<file path="config.mk">
export PLATFORM = sky130hd
export DESIGN_NAME = bbx_core
export DESIGN_NICKNAME = d
export VERILOG_FILES = /design/src/design/bbx_sync.v /design/src/design/bbx_alu.v /design/src/design/bbx_core.v
export VERILOG_INCLUDE_DIRS = /design/src /design/src/common
export SDC_FILE = /design/constraint.sdc
export NUM_CORES = 1
export LEC_CHECK = 0
export ABC_CLOCK_PERIOD_IN_PS = 5900
export BUFFER_PORTS_ARGS = -buffer_cell sky130_fd_sc_hd__buf_2
export CAP_MARGIN = 20
export CORE_MARGIN = 2
export CORE_UTILIZATION = 40
export CTS_CLUSTER_DIAMETER = 30
export DETAILED_ROUTE_END_ITERATION = 10
export PLACE_DENSITY = 0.58
export SLEW_MARGIN = 20
export SYNTH_ARGS = -nofsm -noshare
export SYNTH_HDL_FRONTEND = slang
export SYNTH_SLANG_ARGS = --single-unit
</file>
<file path="constraint.sdc">
create_clock -name clk -period 5.9 [get_ports clk]
set_input_delay 0.59 -clock clk [delete_from_list [all_inputs] [get_ports clk]]
set_output_delay 0.59 -clock clk [all_outputs]
set_load 0.01 [all_outputs]
</file>
<file path="src/common/bbx_defs.vh">
// constants for the byte/bit instruction execute core
// Summary of operation
// - read of a port register for a byte op takes the pin levels, not the latch
// - any write of the timer-zero count clears its prescaler when assigned to it
// - a taken branch or true skip test costs a second, no-operation cycle
// - second word of a two-word op runs as no-operation unless first word uses it
// - bit set/clear force bit 0..7 of the file register, one cycle, flags unchanged
// - access bit zero picks the fixed access bank, one picks the bank select bank
// - branch if negative adds 2+2n to pc when N is set, else one cycle
// - relative branch adds 2+2n with 11-bit signed n, always two cycles
// - decrement file, write to destination, skip next when result is zero
// - increment file, write to destination, skip next when result is zero
// - inclusive or of working register and file, one cycle, updates Z and N only
// - unsigned 8x8 multiply of working register and file, one cycle, no flags
// - file-to-file move, two words 1100/1111 with 12-bit addresses, no flags
// - rotate left through carry, updates C, Z and N
// - compare file with working register, skip on equal, greater or less
// - bit test skips next when selected bit is clear or set, flags unchanged
// - subtract file from working register with borrow, updates all five flags
// - destination bit zero writes working register, one writes the file register
// - multiply puts 16-bit product in the product pair, working register kept
`ifndef BBX_DEFS_VH
`define BBX_DEFS_VH

// phases of one instruction cycle
`define BBX_PH_DECODE   2'h0
`define BBX_PH_READ     2'h1
`define BBX_PH_PROCESS  2'h2
`define BBX_PH_WRITE    2'h3

// status register bit positions and reset
`define BBX_ST_C        0
`define BBX_ST_HC       1
`define BBX_ST_Z        2
`define BBX_ST_VF       3
`define BBX_ST_N        4
`define BBX_ST_RESET    5'h00
`define BBX_FM_ZN       5'h14
`define BBX_FM_CZN      5'h15
`define BBX_FM_Z        5'h04
`define BBX_FM_ALL      5'h1f

// special addresses in the data space
`define BBX_ADDR_PORT   12'hf80
`define BBX_ADDR_TZC    12'hfd0
`define BBX_ADDR_BANK   12'hfe0
`define BBX_ACC_HI_BANK 4'hf

// reset values and fixed words
`define BBX_PC_RESET    21'h000000
`define BBX_NOP_WORD    16'h0000
`define BBX_PC_STEP     21'h000002

// major opcode nibbles
`define BBX_OP_MUL      4'h0
`define BBX_OP_IOR      4'h1
`define BBX_OP_DECSZ    4'h2
`define BBX_OP_INC_RLC  4'h3
`define BBX_OP_SNZ      4'h4
`define BBX_OP_MOV_SUB  4'h5
`define BBX_OP_CMP      4'h6
`define BBX_OP_BSET     4'h8
`define BBX_OP_BCLR     4'h9
`define BBX_OP_BTSS     4'ha
`define BBX_OP_BTSC     4'hb
`define BBX_OP_MFF1     4'hc
`define BBX_OP_REL      4'hd
`define BBX_OP_BR       4'he
`define BBX_OP_MFF2     4'hf
`define BBX_SUB_NEG     4'h6

// alu selects
`define BBX_ALU_PASSF   4'h0
`define BBX_ALU_OR      4'h1
`define BBX_ALU_DEC     4'h2
`define BBX_ALU_INC     4'h3
`define BBX_ALU_RLC     4'h4
`define BBX_ALU_SUBB    4'h5
`define BBX_ALU_BSET    4'h6
`define BBX_ALU_BCLR    4'h7
`define BBX_ALU_PASSW   4'h8
`define BBX_ALU_CLR     4'h9
`define BBX_ALU_SET     4'ha

`endif

</file>
<file path="src/design/bbx_sync.v">
// two-flop synchroniser, one per bit
`timescale 1ns/100ps
`default_nettype none
module bbx_sync #(
  parameter W = 8
) (
  // clock and reset
  input  wire         clk,
  input  wire         nrst,
  // asynchronous in, synchronised out
  input  wire [W-1:0] async_in,
  output wire [W-1:0] sync_out
);
  genvar i;
  generate
    for (i = 0; i < W; i = i + 1) begin : g_bit
      reg meta_r;
      reg stab_r;
      always @(posedge clk) begin
        if (!nrst) begin
          meta_r <= 1'b0;
          stab_r <= 1'b0;
        end else begin
          meta_r <= async_in[i];
          stab_r <= meta_r;
        end
      end
      assign sync_out[i] = stab_r;
    end
  endgenerate
endmodule
`default_nettype wire

</file>
<file path="src/design/bbx_alu.v">
// data path for byte and bit operations
`timescale 1ns/100ps
`default_nettype none
`include "bbx_defs.vh"
module bbx_alu (
  // select and operands
  input  wire [3:0]  sel,
  input  wire [7:0]  fval,
  input  wire [7:0]  wval,
  input  wire        cin,
  input  wire [2:0]  bsel,
  // results
  output reg  [7:0]  res,
  output reg         c_out,
  output reg         hc_out,
  output reg         vf_out,
  output wire        z_out,
  output wire        n_out,
  output wire [15:0] prod
);
  reg [8:0] sum;
  reg [4:0] lsum;

  assign prod = {8'h00, wval} * {8'h00, fval};

  always @* begin
    sum    = 9'h000;
    lsum   = 5'h00;
    res    = fval;
    c_out  = cin;
    hc_out = 1'b0;
    vf_out = 1'b0;
    case (sel)
      `BBX_ALU_OR:   res = wval | fval;
      `BBX_ALU_DEC:  res = fval - 8'h01;
      `BBX_ALU_INC:  res = fval + 8'h01;
      `BBX_ALU_RLC: begin
        res   = {fval[6:0], cin};
        c_out = fval[7];
      end
      `BBX_ALU_SUBB: begin
        // w - f - borrow, borrow is the inverted carry
        sum    = {1'b0, wval} + {1'b0, ~fval} + {8'h00, cin};
        lsum   = {1'b0, wval[3:0]} + {1'b0, ~fval[3:0]} + {4'h0, cin};
        res    = sum[7:0];
        c_out  = sum[8];
        hc_out = lsum[4];
        vf_out = (wval[7] ^ fval[7]) & (sum[7] ^ wval[7]);
      end
      `BBX_ALU_BSET: res = fval | (8'h01 << bsel);
      `BBX_ALU_BCLR: res = fval & ~(8'h01 << bsel);
      `BBX_ALU_PASSW: res = wval;
      `BBX_ALU_CLR:  res = 8'h00;
      `BBX_ALU_SET:  res = 8'hff;
      default:       res = fval;
    endcase
  end

  assign z_out = (res == 8'h00);
  assign n_out = res[7];
endmodule
`default_nettype wire

</file>
<file path="src/design/bbx_core.v">
// execute core for byte, bit and branch instructions
`timescale 1ns/100ps
`default_nettype none
`include "bbx_defs.vh"
module bbx_core (
  // clock and reset
  input  wire        clk,
  input  wire        nrst,
  // program memory
  output reg  [20:0] prog_addr_r,
  input  wire [15:0] prog_data,
  // data register file
  output reg  [11:0] data_addr_r,
  input  wire [7:0]  data_rd_data,
  output reg         data_wr_r,
  output reg  [7:0]  data_wr_data_r,
  // port pins and timer zero
  input  wire [7:0]  port_pins,
  input  wire        tz_psc_assigned,
  output reg         tz_psc_clr_r,
  // core state
  output reg  [1:0]  phase_r,
  output reg  [7:0]  working_register_r,
  output reg  [4:0]  status_r,
  output reg  [15:0] product_register_pair_r,
  output reg  [3:0]  bank_select_register_r
);
  // instruction kinds
  localparam [3:0] K_NONE = 4'h0;
  localparam [3:0] K_BYTE = 4'h1;
  localparam [3:0] K_MUL  = 4'h2;
  localparam [3:0] K_CMP  = 4'h3;
  localparam [3:0] K_BTST = 4'h4;
  localparam [3:0] K_NEG  = 4'h5;
  localparam [3:0] K_REL  = 4'h6;
  localparam [3:0] K_MF1  = 4'h7;
  localparam [3:0] K_MF2  = 4'h8;

  reg  [15:0] ir_r;
  reg         mff_pend_r;
  reg  [7:0]  hold_r;
  reg         take_r;
  reg         skip_r;
  reg  [20:0] target_r;

  wire [7:0]  pins_s;
  wire [3:0]  op_hi = ir_r[15:12];
  wire        d_bit = ir_r[9];
  wire        a_bit = ir_r[8];
  wire [7:0]  f_lit = ir_r[7:0];
  wire [2:0]  b_sel = ir_r[11:9];

  reg  [3:0]  kind;
  reg  [3:0]  alu_sel;
  reg  [4:0]  fmask;
  reg         use_d;
  reg         force_f;
  reg         skip_z;
  reg         skip_nz;
  reg  [11:0] eff_addr;

  wire [7:0]  rd_val;
  wire [7:0]  alu_res;
  wire        alu_c;
  wire        alu_hc;
  wire        alu_vf;
  wire        alu_z;
  wire        alu_n;
  wire [15:0] alu_prod;
  wire [4:0]  alu_flags;
  wire        to_file;
  wire        cmp_hit;
  wire        bit_hit;
  wire [20:0] off_neg;
  wire [20:0] off_rel;

  bbx_sync #(
    .W (8)
  ) u_pin_sync (
    .clk      (clk),
    .nrst     (nrst),
    .async_in (port_pins),
    .sync_out (pins_s)
  );

  bbx_alu u_alu (
    .sel    (alu_sel),
    .fval   (rd_val),
    .wval   (working_register_r),
    .cin    (status_r[`BBX_ST_C]),
    .bsel   (b_sel),
    .res    (alu_res),
    .c_out  (alu_c),
    .hc_out (alu_hc),
    .vf_out (alu_vf),
    .z_out  (alu_z),
    .n_out  (alu_n),
    .prod   (alu_prod)
  );

  // port reads see the pins, so read-modify-write copies pin levels
  assign rd_val = (data_addr_r == `BBX_ADDR_PORT) ? pins_s : data_rd_data;

  assign alu_flags = {alu_n, alu_vf, alu_z, alu_hc, alu_c};
  assign to_file   = force_f | (use_d & d_bit);

  // compare and bit-test conditions
  assign cmp_hit = (ir_r[10:9] == 2'b00) ? (rd_val < working_register_r) :
                   (ir_r[10:9] == 2'b01) ? (rd_val == working_register_r) :
                   (rd_val > working_register_r);
  assign bit_hit = (op_hi == `BBX_OP_BTSC) ? ~rd_val[b_sel] : rd_val[b_sel];

  // pc is already one word on, so target is that plus 2n
  assign off_neg = {{12{ir_r[7]}}, ir_r[7:0], 1'b0};
  assign off_rel = {{9{ir_r[10]}}, ir_r[10:0], 1'b0};

  // address selection
  always @* begin
    if (a_bit) begin
      eff_addr = {bank_select_register_r, f_lit};
    end else if (f_lit[7]) begin
      eff_addr = {`BBX_ACC_HI_BANK, f_lit};
    end else begin
      eff_addr = {4'h0, f_lit};
    end
    if (kind == K_MF1 || kind == K_MF2) begin
      eff_addr = ir_r[11:0];
    end
  end

  // instruction decode
  always @* begin
    kind    = K_NONE;
    alu_sel = `BBX_ALU_PASSF;
    fmask   = 5'h00;
    use_d   = 1'b0;
    force_f = 1'b0;
    skip_z  = 1'b0;
    skip_nz = 1'b0;
    case (op_hi)
      `BBX_OP_MUL: begin
        if (ir_r[11:9] == 3'b001) begin
          kind = K_MUL;
        end
      end
      `BBX_OP_IOR: begin
        if (ir_r[11:10] == 2'b00) begin
          kind    = K_BYTE;
          alu_sel = `BBX_ALU_OR;
          fmask   = `BBX_FM_ZN;
          use_d   = 1'b1;
        end
      end
      `BBX_OP_DECSZ: begin
        if (ir_r[11:10] == 2'b11) begin
          kind    = K_BYTE;
          alu_sel = `BBX_ALU_DEC;
          use_d   = 1'b1;
          skip_z  = 1'b1;
        end
      end
      `BBX_OP_INC_RLC: begin
        if (ir_r[11:10] == 2'b11) begin
          kind    = K_BYTE;
          alu_sel = `BBX_ALU_INC;
          use_d   = 1'b1;
          skip_z  = 1'b1;
        end else if (ir_r[11:10] == 2'b01) begin
          kind    = K_BYTE;
          alu_sel = `BBX_ALU_RLC;
          fmask   = `BBX_FM_CZN;
          use_d   = 1'b1;
        end
      end
      `BBX_OP_SNZ: begin
        if (ir_r[11] == 1'b1) begin
          kind    = K_BYTE;
          alu_sel = ir_r[10] ? `BBX_ALU_DEC : `BBX_ALU_INC;
          use_d   = 1'b1;
          skip_nz = 1'b1;
        end
      end
      `BBX_OP_MOV_SUB: begin
        if (ir_r[11:10] == 2'b00) begin
          kind    = K_BYTE;
          fmask   = `BBX_FM_ZN;
          use_d   = 1'b1;
        end else if (ir_r[11:10] == 2'b01) begin
          kind    = K_BYTE;
          alu_sel = `BBX_ALU_SUBB;
          fmask   = `BBX_FM_ALL;
          use_d   = 1'b1;
        end
      end
      `BBX_OP_CMP: begin
        case (ir_r[11:9])
          3'b000, 3'b001, 3'b010: kind = K_CMP;
          3'b100: begin
            kind    = K_BYTE;
            alu_sel = `BBX_ALU_SET;
            force_f = 1'b1;
          end
          3'b101: begin
            kind    = K_BYTE;
            alu_sel = `BBX_ALU_CLR;
            fmask   = `BBX_FM_Z;
            force_f = 1'b1;
          end
          3'b111: begin
            kind    = K_BYTE;
            alu_sel = `BBX_ALU_PASSW;
            force_f = 1'b1;
          end
          default: kind = K_NONE;
        endcase
      end
      `BBX_OP_BSET, `BBX_OP_BCLR: begin
        kind    = K_BYTE;
        alu_sel = ir_r[12] ? `BBX_ALU_BCLR : `BBX_ALU_BSET;
        force_f = 1'b1;
      end
      `BBX_OP_BTSS, `BBX_OP_BTSC: kind = K_BTST;
      `BBX_OP_MFF1: kind = K_MF1;
      `BBX_OP_REL: begin
        if (!ir_r[11]) begin
          kind = K_REL;
        end
      end
      `BBX_OP_BR: begin
        if (ir_r[11:8] == `BBX_SUB_NEG) begin
          kind = K_NEG;
        end
      end
      `BBX_OP_MFF2: begin
        // lone second word stays a no-operation
        if (mff_pend_r) begin
          kind = K_MF2;
        end
      end
      default: kind = K_NONE;
    endcase
  end

  // phase sequencer and execution
  always @(posedge clk) begin
    if (!nrst) begin
      phase_r                 <= `BBX_PH_DECODE;
      prog_addr_r             <= `BBX_PC_RESET;
      ir_r                    <= `BBX_NOP_WORD;
      mff_pend_r              <= 1'b0;
      hold_r                  <= 8'h00;
      take_r                  <= 1'b0;
      skip_r                  <= 1'b0;
      target_r                <= `BBX_PC_RESET;
      data_addr_r             <= 12'h000;
      data_wr_r               <= 1'b0;
      data_wr_data_r          <= 8'h00;
      tz_psc_clr_r            <= 1'b0;
      working_register_r      <= 8'h00;
      status_r                <= `BBX_ST_RESET;
      product_register_pair_r <= 16'h0000;
      bank_select_register_r  <= 4'h0;
    end else begin
      phase_r <= phase_r + 2'h1;
      case (phase_r)
        `BBX_PH_DECODE: begin
          data_addr_r <= eff_addr;
          take_r      <= 1'b0;
          skip_r      <= 1'b0;
        end
        `BBX_PH_READ: begin
          target_r <= prog_addr_r + ((kind == K_REL) ? off_rel : off_neg);
        end
        `BBX_PH_PROCESS: begin
          case (kind)
            K_BYTE: begin
              if (to_file) begin
                data_wr_r      <= 1'b1;
                data_wr_data_r <= alu_res;
                if (data_addr_r == `BBX_ADDR_BANK) begin
                  bank_select_register_r <= alu_res[3:0];
                end
                if (data_addr_r == `BBX_ADDR_TZC && tz_psc_assigned) begin
                  tz_psc_clr_r <= 1'b1;
                end
              end else begin
                working_register_r <= alu_res;
              end
              status_r <= (status_r & ~fmask) | (alu_flags & fmask);
              skip_r   <= (skip_z & alu_z) | (skip_nz & ~alu_z);
            end
            K_MUL: product_register_pair_r <= alu_prod;
            K_CMP: skip_r <= cmp_hit;
            K_BTST: skip_r <= bit_hit;
            K_NEG: take_r <= status_r[`BBX_ST_N];
            K_REL: take_r <= 1'b1;
            K_MF1: hold_r <= rd_val;
            K_MF2: begin
              data_wr_r      <= 1'b1;
              data_wr_data_r <= hold_r;
              if (data_addr_r == `BBX_ADDR_BANK) begin
                bank_select_register_r <= hold_r[3:0];
              end
              if (data_addr_r == `BBX_ADDR_TZC && tz_psc_assigned) begin
                tz_psc_clr_r <= 1'b1;
              end
            end
            default: take_r <= 1'b0;
          endcase
        end
        `BBX_PH_WRITE: begin
          data_wr_r      <= 1'b0;
          tz_psc_clr_r   <= 1'b0;
          mff_pend_r     <= (kind == K_MF1);
          if (take_r) begin
            // flush the prefetch; next cycle is the no-operation
            prog_addr_r <= target_r;
            ir_r        <= `BBX_NOP_WORD;
          end else if (skip_r) begin
            // discarded word runs as a no-operation
            prog_addr_r <= prog_addr_r + `BBX_PC_STEP;
            ir_r        <= `BBX_NOP_WORD;
          end else begin
            prog_addr_r <= prog_addr_r + `BBX_PC_STEP;
            ir_r        <= prog_data;
          end
        end
        default: phase_r <= `BBX_PH_DECODE;
      endcase
    end
  end
endmodule
`default_nettype wire

</file>
Word-level counts from Yosys, hierarchy flattened
Cells that the tools add are included.
{"block": "word_totals", "reg_bits": 142, "latchBits": 0, "ram_bits": 0, "rom_bits": 0, "in_bits": 35, "mem_count": 0}
{"block": "op_classes", "n_addsub": 9, "multipliers": 1, "div_mod_pow": 0, "order_cmp": 3, "n_eq_ne": 55, "shift": 1, "mux": 74, "bitwise": 21, "reduce_logical": 26}
{"op": "case mux 8 bit (10 select lines)", "n": 1}
{"op": "case mux 4 bit (13 select lines)", "n": 1}
{"op": "== test 4 x 3 -> 1 bit, second input constant", "n": 12}
{"op": "== test 4 bit, second input constant", "n": 12}
{"op": "two-way mux 21 bit", "n": 2}
{"op": "== test 12 bit, second input constant", "n": 3}
{"op": "two-way mux 12 bit", "n": 3}
{"op": "two-way mux 16 bit", "n": 2}
{"op": "case mux 4 bit (7 select lines)", "n": 1}
{"op": "two-way mux 1 bit", "n": 25}
{"op": "two-way mux 5 bit", "n": 5}
{"op": "== test 4 x 2 -> 1 bit, second input constant", "n": 6}
{"op": "adder 21 x 2 -> 21 bit, second input constant", "n": 1}
{"op": "adder 21 bit", "n": 1}
{"op": "two-way mux 3 bit", "n": 7}
{"op": "two-way mux 4 bit", "n": 5}
{"op": "case mux 5 bit (4 select lines)", "n": 1}
{"op": "multiplier 8 x 8 -> 16 bit", "n": 1}
{"op": "two-way mux 8 bit", "n": 2}
{"op": "inverter 8 bit", "n": 2}
{"op": "OR 8 bit", "n": 2}
{"op": "case mux 1 bit (2 select lines)", "n": 8}
{"op": "case mux 8 bit (2 select lines)", "n": 1}
{"op": "== test 4 x 1 -> 1 bit, second input constant", "n": 3}
{"op": "51 further kinds", "n": 83}

Logic depth before layout (Yosys ltp)
{"block": "depth", "depth_word": 12, "ltp_mapped": 25, "mapped_depth_nobuf": 24}

Cells and area by module
From an unflattened synthesis, not the netlist that was laid out.
{"block": "hier_totals", "hier_cells": 1366, "hier_area_um2": 11202.0}
{"module": "bbx_core", "n_inst": 1, "cells_each": 840, "area_per_inst_um2": 6972.9, "seq_area_each_um2": 2522.4}
{"module": "bbx_alu", "n_inst": 1, "cells_each": 485, "area_per_inst_um2": 3722.3, "seq_area_each_um2": 0.0}
{"module": "bbx_sync", "n_inst": 1, "cells_each": 41, "area_per_inst_um2": 506.7, "seq_area_each_um2": 320.3}

Worst setup path before layout
Ideal clock, no wire load.
{"block": "synth_path", "kind": "flip-flop to flip-flop", "from": "reg data_addr_r[11]", "to": "reg product_register_pair_r[15]", "setup_time_ns": 0.091, "arrival_time_ns": 5.801, "required_time_ns": 5.809, "setup_slack_ns": 0.009, "path_stages_with_launch": 22, "path_buffers": 1, "period_less_slack_ns": 5.891, "cell_sequence": "dfxtp_1 -> or3b_2 -> nor4_1 -> buf_4 -> mux2i_1 -> clkinv_1 -> nand2_1 -> fa_1 -> fa_1 -> inv_1 -> fa_1 -> fa_1 -> ha_1 -> inv_1 -> a21oi_1 -> o21ai_0 -> a21boi_0 -> o21ai_0 -> nand2b_1 -> a311oi_1 -> or3_1 -> a311oi_1"}
{"block": "synth_via", "elab_chain_len": 3}
{"element": "from (decl)", "line_no": "bbx_core.v:13", "text": "output reg [11:0] data_addr_r,"}
{"element": "from (signal assigned)", "line_no": "bbx_core.v:267", "text": "data_addr_r <= eff_addr;"}
{"element": "== test 12 bit (no source line)"}
{"element": "two-way mux 8 bit", "line_no": "bbx_core.v:102", "text": "assign rd_val = (data_addr_r == `BBX_ADDR_PORT) ? pins_s : data_rd_data;"}
{"element": "net rd_val[7]", "line_no": "bbx_core.v:62", "text": "wire [7:0] rd_val;"}
{"element": "multiplier 8 x 8 -> 16 bit", "line_no": "bbx_alu.v:24", "text": "assign prod = {8'h00, wval} * {8'h00, fval};"}
{"element": "to (signal assigned)", "line_no": "bbx_core.v:292", "text": "K_MUL: product_register_pair_r <= alu_prod;"}
{"element": "to (decl)", "line_no": "bbx_core.v:25", "text": "output reg [15:0] product_register_pair_r,"}
The timed path passes the listed nets, and every way through them passes these cells.
A chain may end at the register's enable or synchronous reset.

Worst setup path in the final report
{"block": "layout_path", "from": "reg data_addr_r[1]", "to": "reg product_register_pair_r[15]"}
{"block": "layout_via", "elab_chain_len": 3}
{"element": "== test 12 bit (no source line)"}
{"element": "two-way mux 8 bit", "line_no": "bbx_core.v:102"}
{"element": "multiplier 8 x 8 -> 16 bit", "line_no": "bbx_alu.v:24"}
Every way passes these cells.

==> impl_metrics.yaml <==
outcome:
  outcome: "complete, no violations"
timing:
  hold_violations: 0
  tightest_slew_ns: 1.004
  relSlewSlack_pct: 33.07
  setup-tns-final_ns: 0
  setup_viol: 0
  fin_crit_sh_pct: 95.61
  fin_skew_ns: 0.01244
  drv_slew: 0
  timing.fmax_ghz: 0.1773
  min_period_ns: 5.641
die:
  die_h_microns: 168.0
  dieArea_sq_um: 28230
  die_x_microns: 168.0
  core_area_sq_um: 26650
  initial_core_util_pct: 40.38
  num_rows: 60
  ios: 113
power:
  peakVddDrop_uv: 131.5
  pwr_density_cell_nw_per_um2: 199.9
  p_leak_nw: 5.711
route:
  ant_nets: 0
  wl_per_cell_microns: 18.30
  via_count: 10000
  drc: 0
  routed_wl_mm: 33.07
  vias_per_cell: 5.536
  firstDrtPassIters: 8
  drtIter0Drc: 760
finish:
  layout-area-overhead-vs-synth_pct: 17.30
  finalInstanceArea_sq_um: 12620
  drive_above_1_share_pct: 17.34
  fillCellCount: 2615
  final_cell_mix: "nor2_1 (211), dfxtp_1 (142), nand2_1 (114)"
  final_nets: 1617
  final_common_cell: "nor2_1"
cts:
  clk_latency_ns: 0.43
  postCtsHoldBufs: 0
  tritoncts: "done"
  cts_sinks: 142
  clockRootBuffer: "clkbuf_16"
  max-clock-path-buffers: 2
  htreeDepth: 4
  clkTransAtPathRegs_ns: 0.06
  cts_inserted_buffers: 17
global_route:
  grt_max_degree: 89
  antenna_found_initial: 2
  grt_use_total_pct: 23.28
  grt_pass1_vias: 9579
  grt.overflow.total: 0
  grt_pass1_wl_mm: 52.18
worst_setup_path:
  worstPathRequired_ns: 6.24
  arrival_ns: 5.98
  ff2ff_path_depth: 21
  r2r-end: "product_register_pair_r[15]"
  regToRegSetupSlack_ns: 0.26
  timing.rr.start: "data_addr_r[1]"
  critical_path_class: "register to register"
  crit_path_end_kind: "register"
  critPathLaunchType: "register"
  path_max_fanout: 8
synth:
  ys.flop_type: "dfxtp_1"
  synth_compound_area_share_pct: 17.09
  synth_cell_types: 87
  synth-seq-cells: 142
  synth_mux_area_share_pct: 6.000
  synthAdderAreaFrac_pct: 17.79
  synth_edf_count: 0
  synthCells: 1345
  synth_xor_area_share_pct: 2.442
  seq_area_frac_synth_pct: 26.42
  synth-simple-area-share_pct: 23.37
  yosys_warnings: 0
  netlist_area_sq_um: 10760
  syn-mean-instance-area_sq_um: 8.000
  synth_top_family_by_area: "simple AND/OR/NAND/NOR gates"
  synth_nets: 1509
  async_flop_share_pct: 0
place:
  dpl_cell_area_sq_um: 11800
  dp_hpwl_mm: 24.47
  place.gp.congestion: 0.9259
  portBuffers: 112
min_path:
  hp-start: "port_pins[0]"
  hold_depth: 2
  hold_end: "u_pin_sync.g_bit[0].meta_r"
  hold_class: "input pin to register"
flow_run:
  drv_cap: 0
==> cells in the mapped netlist, types with 8 or more instances <==
cell,instances,area (sq um)
nor2b_1,15,93.84
nand2_1,114,427.9
nand3_1,21,105.1
and3_1,11,68.82
ha_1,89,1114
a21oi_1,79,395.4
inv_1,98,367.9
and2_1,30,187.7
o21ai_0,47,235.2
clkbuf_1,56,210.2
or3_1,13,81.33
fa_1,40,800.8
o221ai_1,14,122.6
a31oi_1,15,93.84
a211oi_1,18,135.1
buf_2,9,45.04
mux2i_1,53,530.5
dfxtp_1,142,2843
a22oi_1,18,135.1
nor2_1,212,795.8
nand2b_1,13,81.33
o21a_1,9,67.56
xnor2_1,18,157.7
a21o_1,12,90.09
a221oi_1,8,70.07
or2_2,8,50.05
nor3_1,33,165.2
o22ai_1,9,56.30
xor2_1,12,105.1
==> cell type report <==
| type | instances | area (sq um) | area share (%) |
|---|---|---|---|
| Antenna cell | 1 | 2.502 | 0.01983 |
| Clock buffer | 19 | 442.9 | 3.509 |
| Clock inverter | 12 | 198.9 | 1.576 |
| Inverter | 101 | 380.4 | 3.013 |
| Multi-Input combinational cell | 1023 | 7320 | 57.99 |
| Sequential cell | 142 | 2843 | 22.52 |
| Tap cell | 341 | 426.7 | 3.380 |
| Timing Repair Buffer | 168 | 1008 | 7.990 |
==> power by group <==
group,leakage [nW],internal (W),switching (W)
logic,4.25,0.000124,0.000191
clock network,0.312,0.000732,0.000468
registers,1.15,0.000981,0.0000276
total,5.71,0.00184,0.000686
==> worst max path at each step <==
| stage | slack, ns | cells past startpoint | from | to |
|---|---|---|---|---|
| global route | -0.001 | 21 | data_addr_r[1] | product_register_pair_r[15] |
| floorplan | 0.009 | 21 | data_addr_r[11] | product_register_pair_r[15] |
| finish | 0.26 | 21 | data_addr_r[1] | product_register_pair_r[15] |
| global placement | -0.02 | 23 | data_addr_r[4] | product_register_pair_r[14] |
| detailed placement | -0.17 | 22 | data_addr_r[4] | product_register_pair_r[15] |
| CTS | 0.003 | 21 | data_addr_r[4] | product_register_pair_r[15] |
==> per-layer routing <==
layer	wire (microns)	track usage [%]	vias up
met3	1798	3.667	51
met5	11	0	-
met2	15450	38.29	282
met1	15150	31.81	4782
met4	659	6.314	2
li1	-	-	4887
==> kinds of logic after synthesis <==
family                   after synthesis
XOR/XNOR                              30
adder cells (fa/ha/maj)              129
buffers and inverters                180
flip-flops                           142
AND/OR/NAND/NOR                      522
multiplexers                          61
AO/OA/AOI/OAI                        281
==> through the flow <==
stage | power (W) | utilization [%] | cells | setup WS, ns | hold WS (ns)
2_1_floorplan | 0.001225 | - | 1345 | 0.008539 | 0.4057
3_3_place_gp | 0.001331 | 44.28 | 1771 | -0.01961 | 0.4202
3_5_place_dp | 0.001333 | 44.28 | 1771 | -0.1667 | 0.4238
4_1_cts | 0.002537 | 46.80 | 1802 | 0.002997 | 0.3526
5_1_grt | 0.002611 | 47.35 | 1806 | -0.001418 | 0.3724
6_report | 0.002523 | 47.36 | 1807 | 0.2589 | 0.3669
==> sequential cells by signal, summed over array words and instances, names as in the netlist, 8 cells and up, named ones only <==
name and count:
hold_r 8, prog_addr_r 21, u_pin_sync.g_bit.meta_r 8, data_addr_r 12, product_register_pair_r 16, working_register_r 8, target_r 21, data_wr_data_r 8
ir_r 16, u_pin_sync.g_bit.stab_r 8
==> worst max-delay path, stage by stage (launching register included) <==
cell and delay, ns:
dfxtp_1 0.33, or3b_4 0.41, nor4_4 0.35, buf_6 0.24, mux2i_4 0.34, nor2_2 0.08, fa_2 0.40, fa_1 0.55
inv_1 0.06, fa_1 0.50, fa_1 0.54, inv_1 0.06, ha_4 0.27, o21ai_2 0.06, a21oi_2 0.16, o21ai_2 0.08
a21boi_1 0.16, o21ai_0 0.10, nand2b_1 0.14, a311oi_2 0.11, or3_1 0.37, a311oi_1 0.24
==> repair_timing <==
item | in CTS | in global routing
gates cloned | 0 | 0
hold endpoints to repair | 0 | 0
gates resized for setup | 5 | 31
pin swaps | 0 | 7
setup endpoints to repair | 3 | 5
setup buffers | 0 | 4
Power figures use the tool's default switching activity.
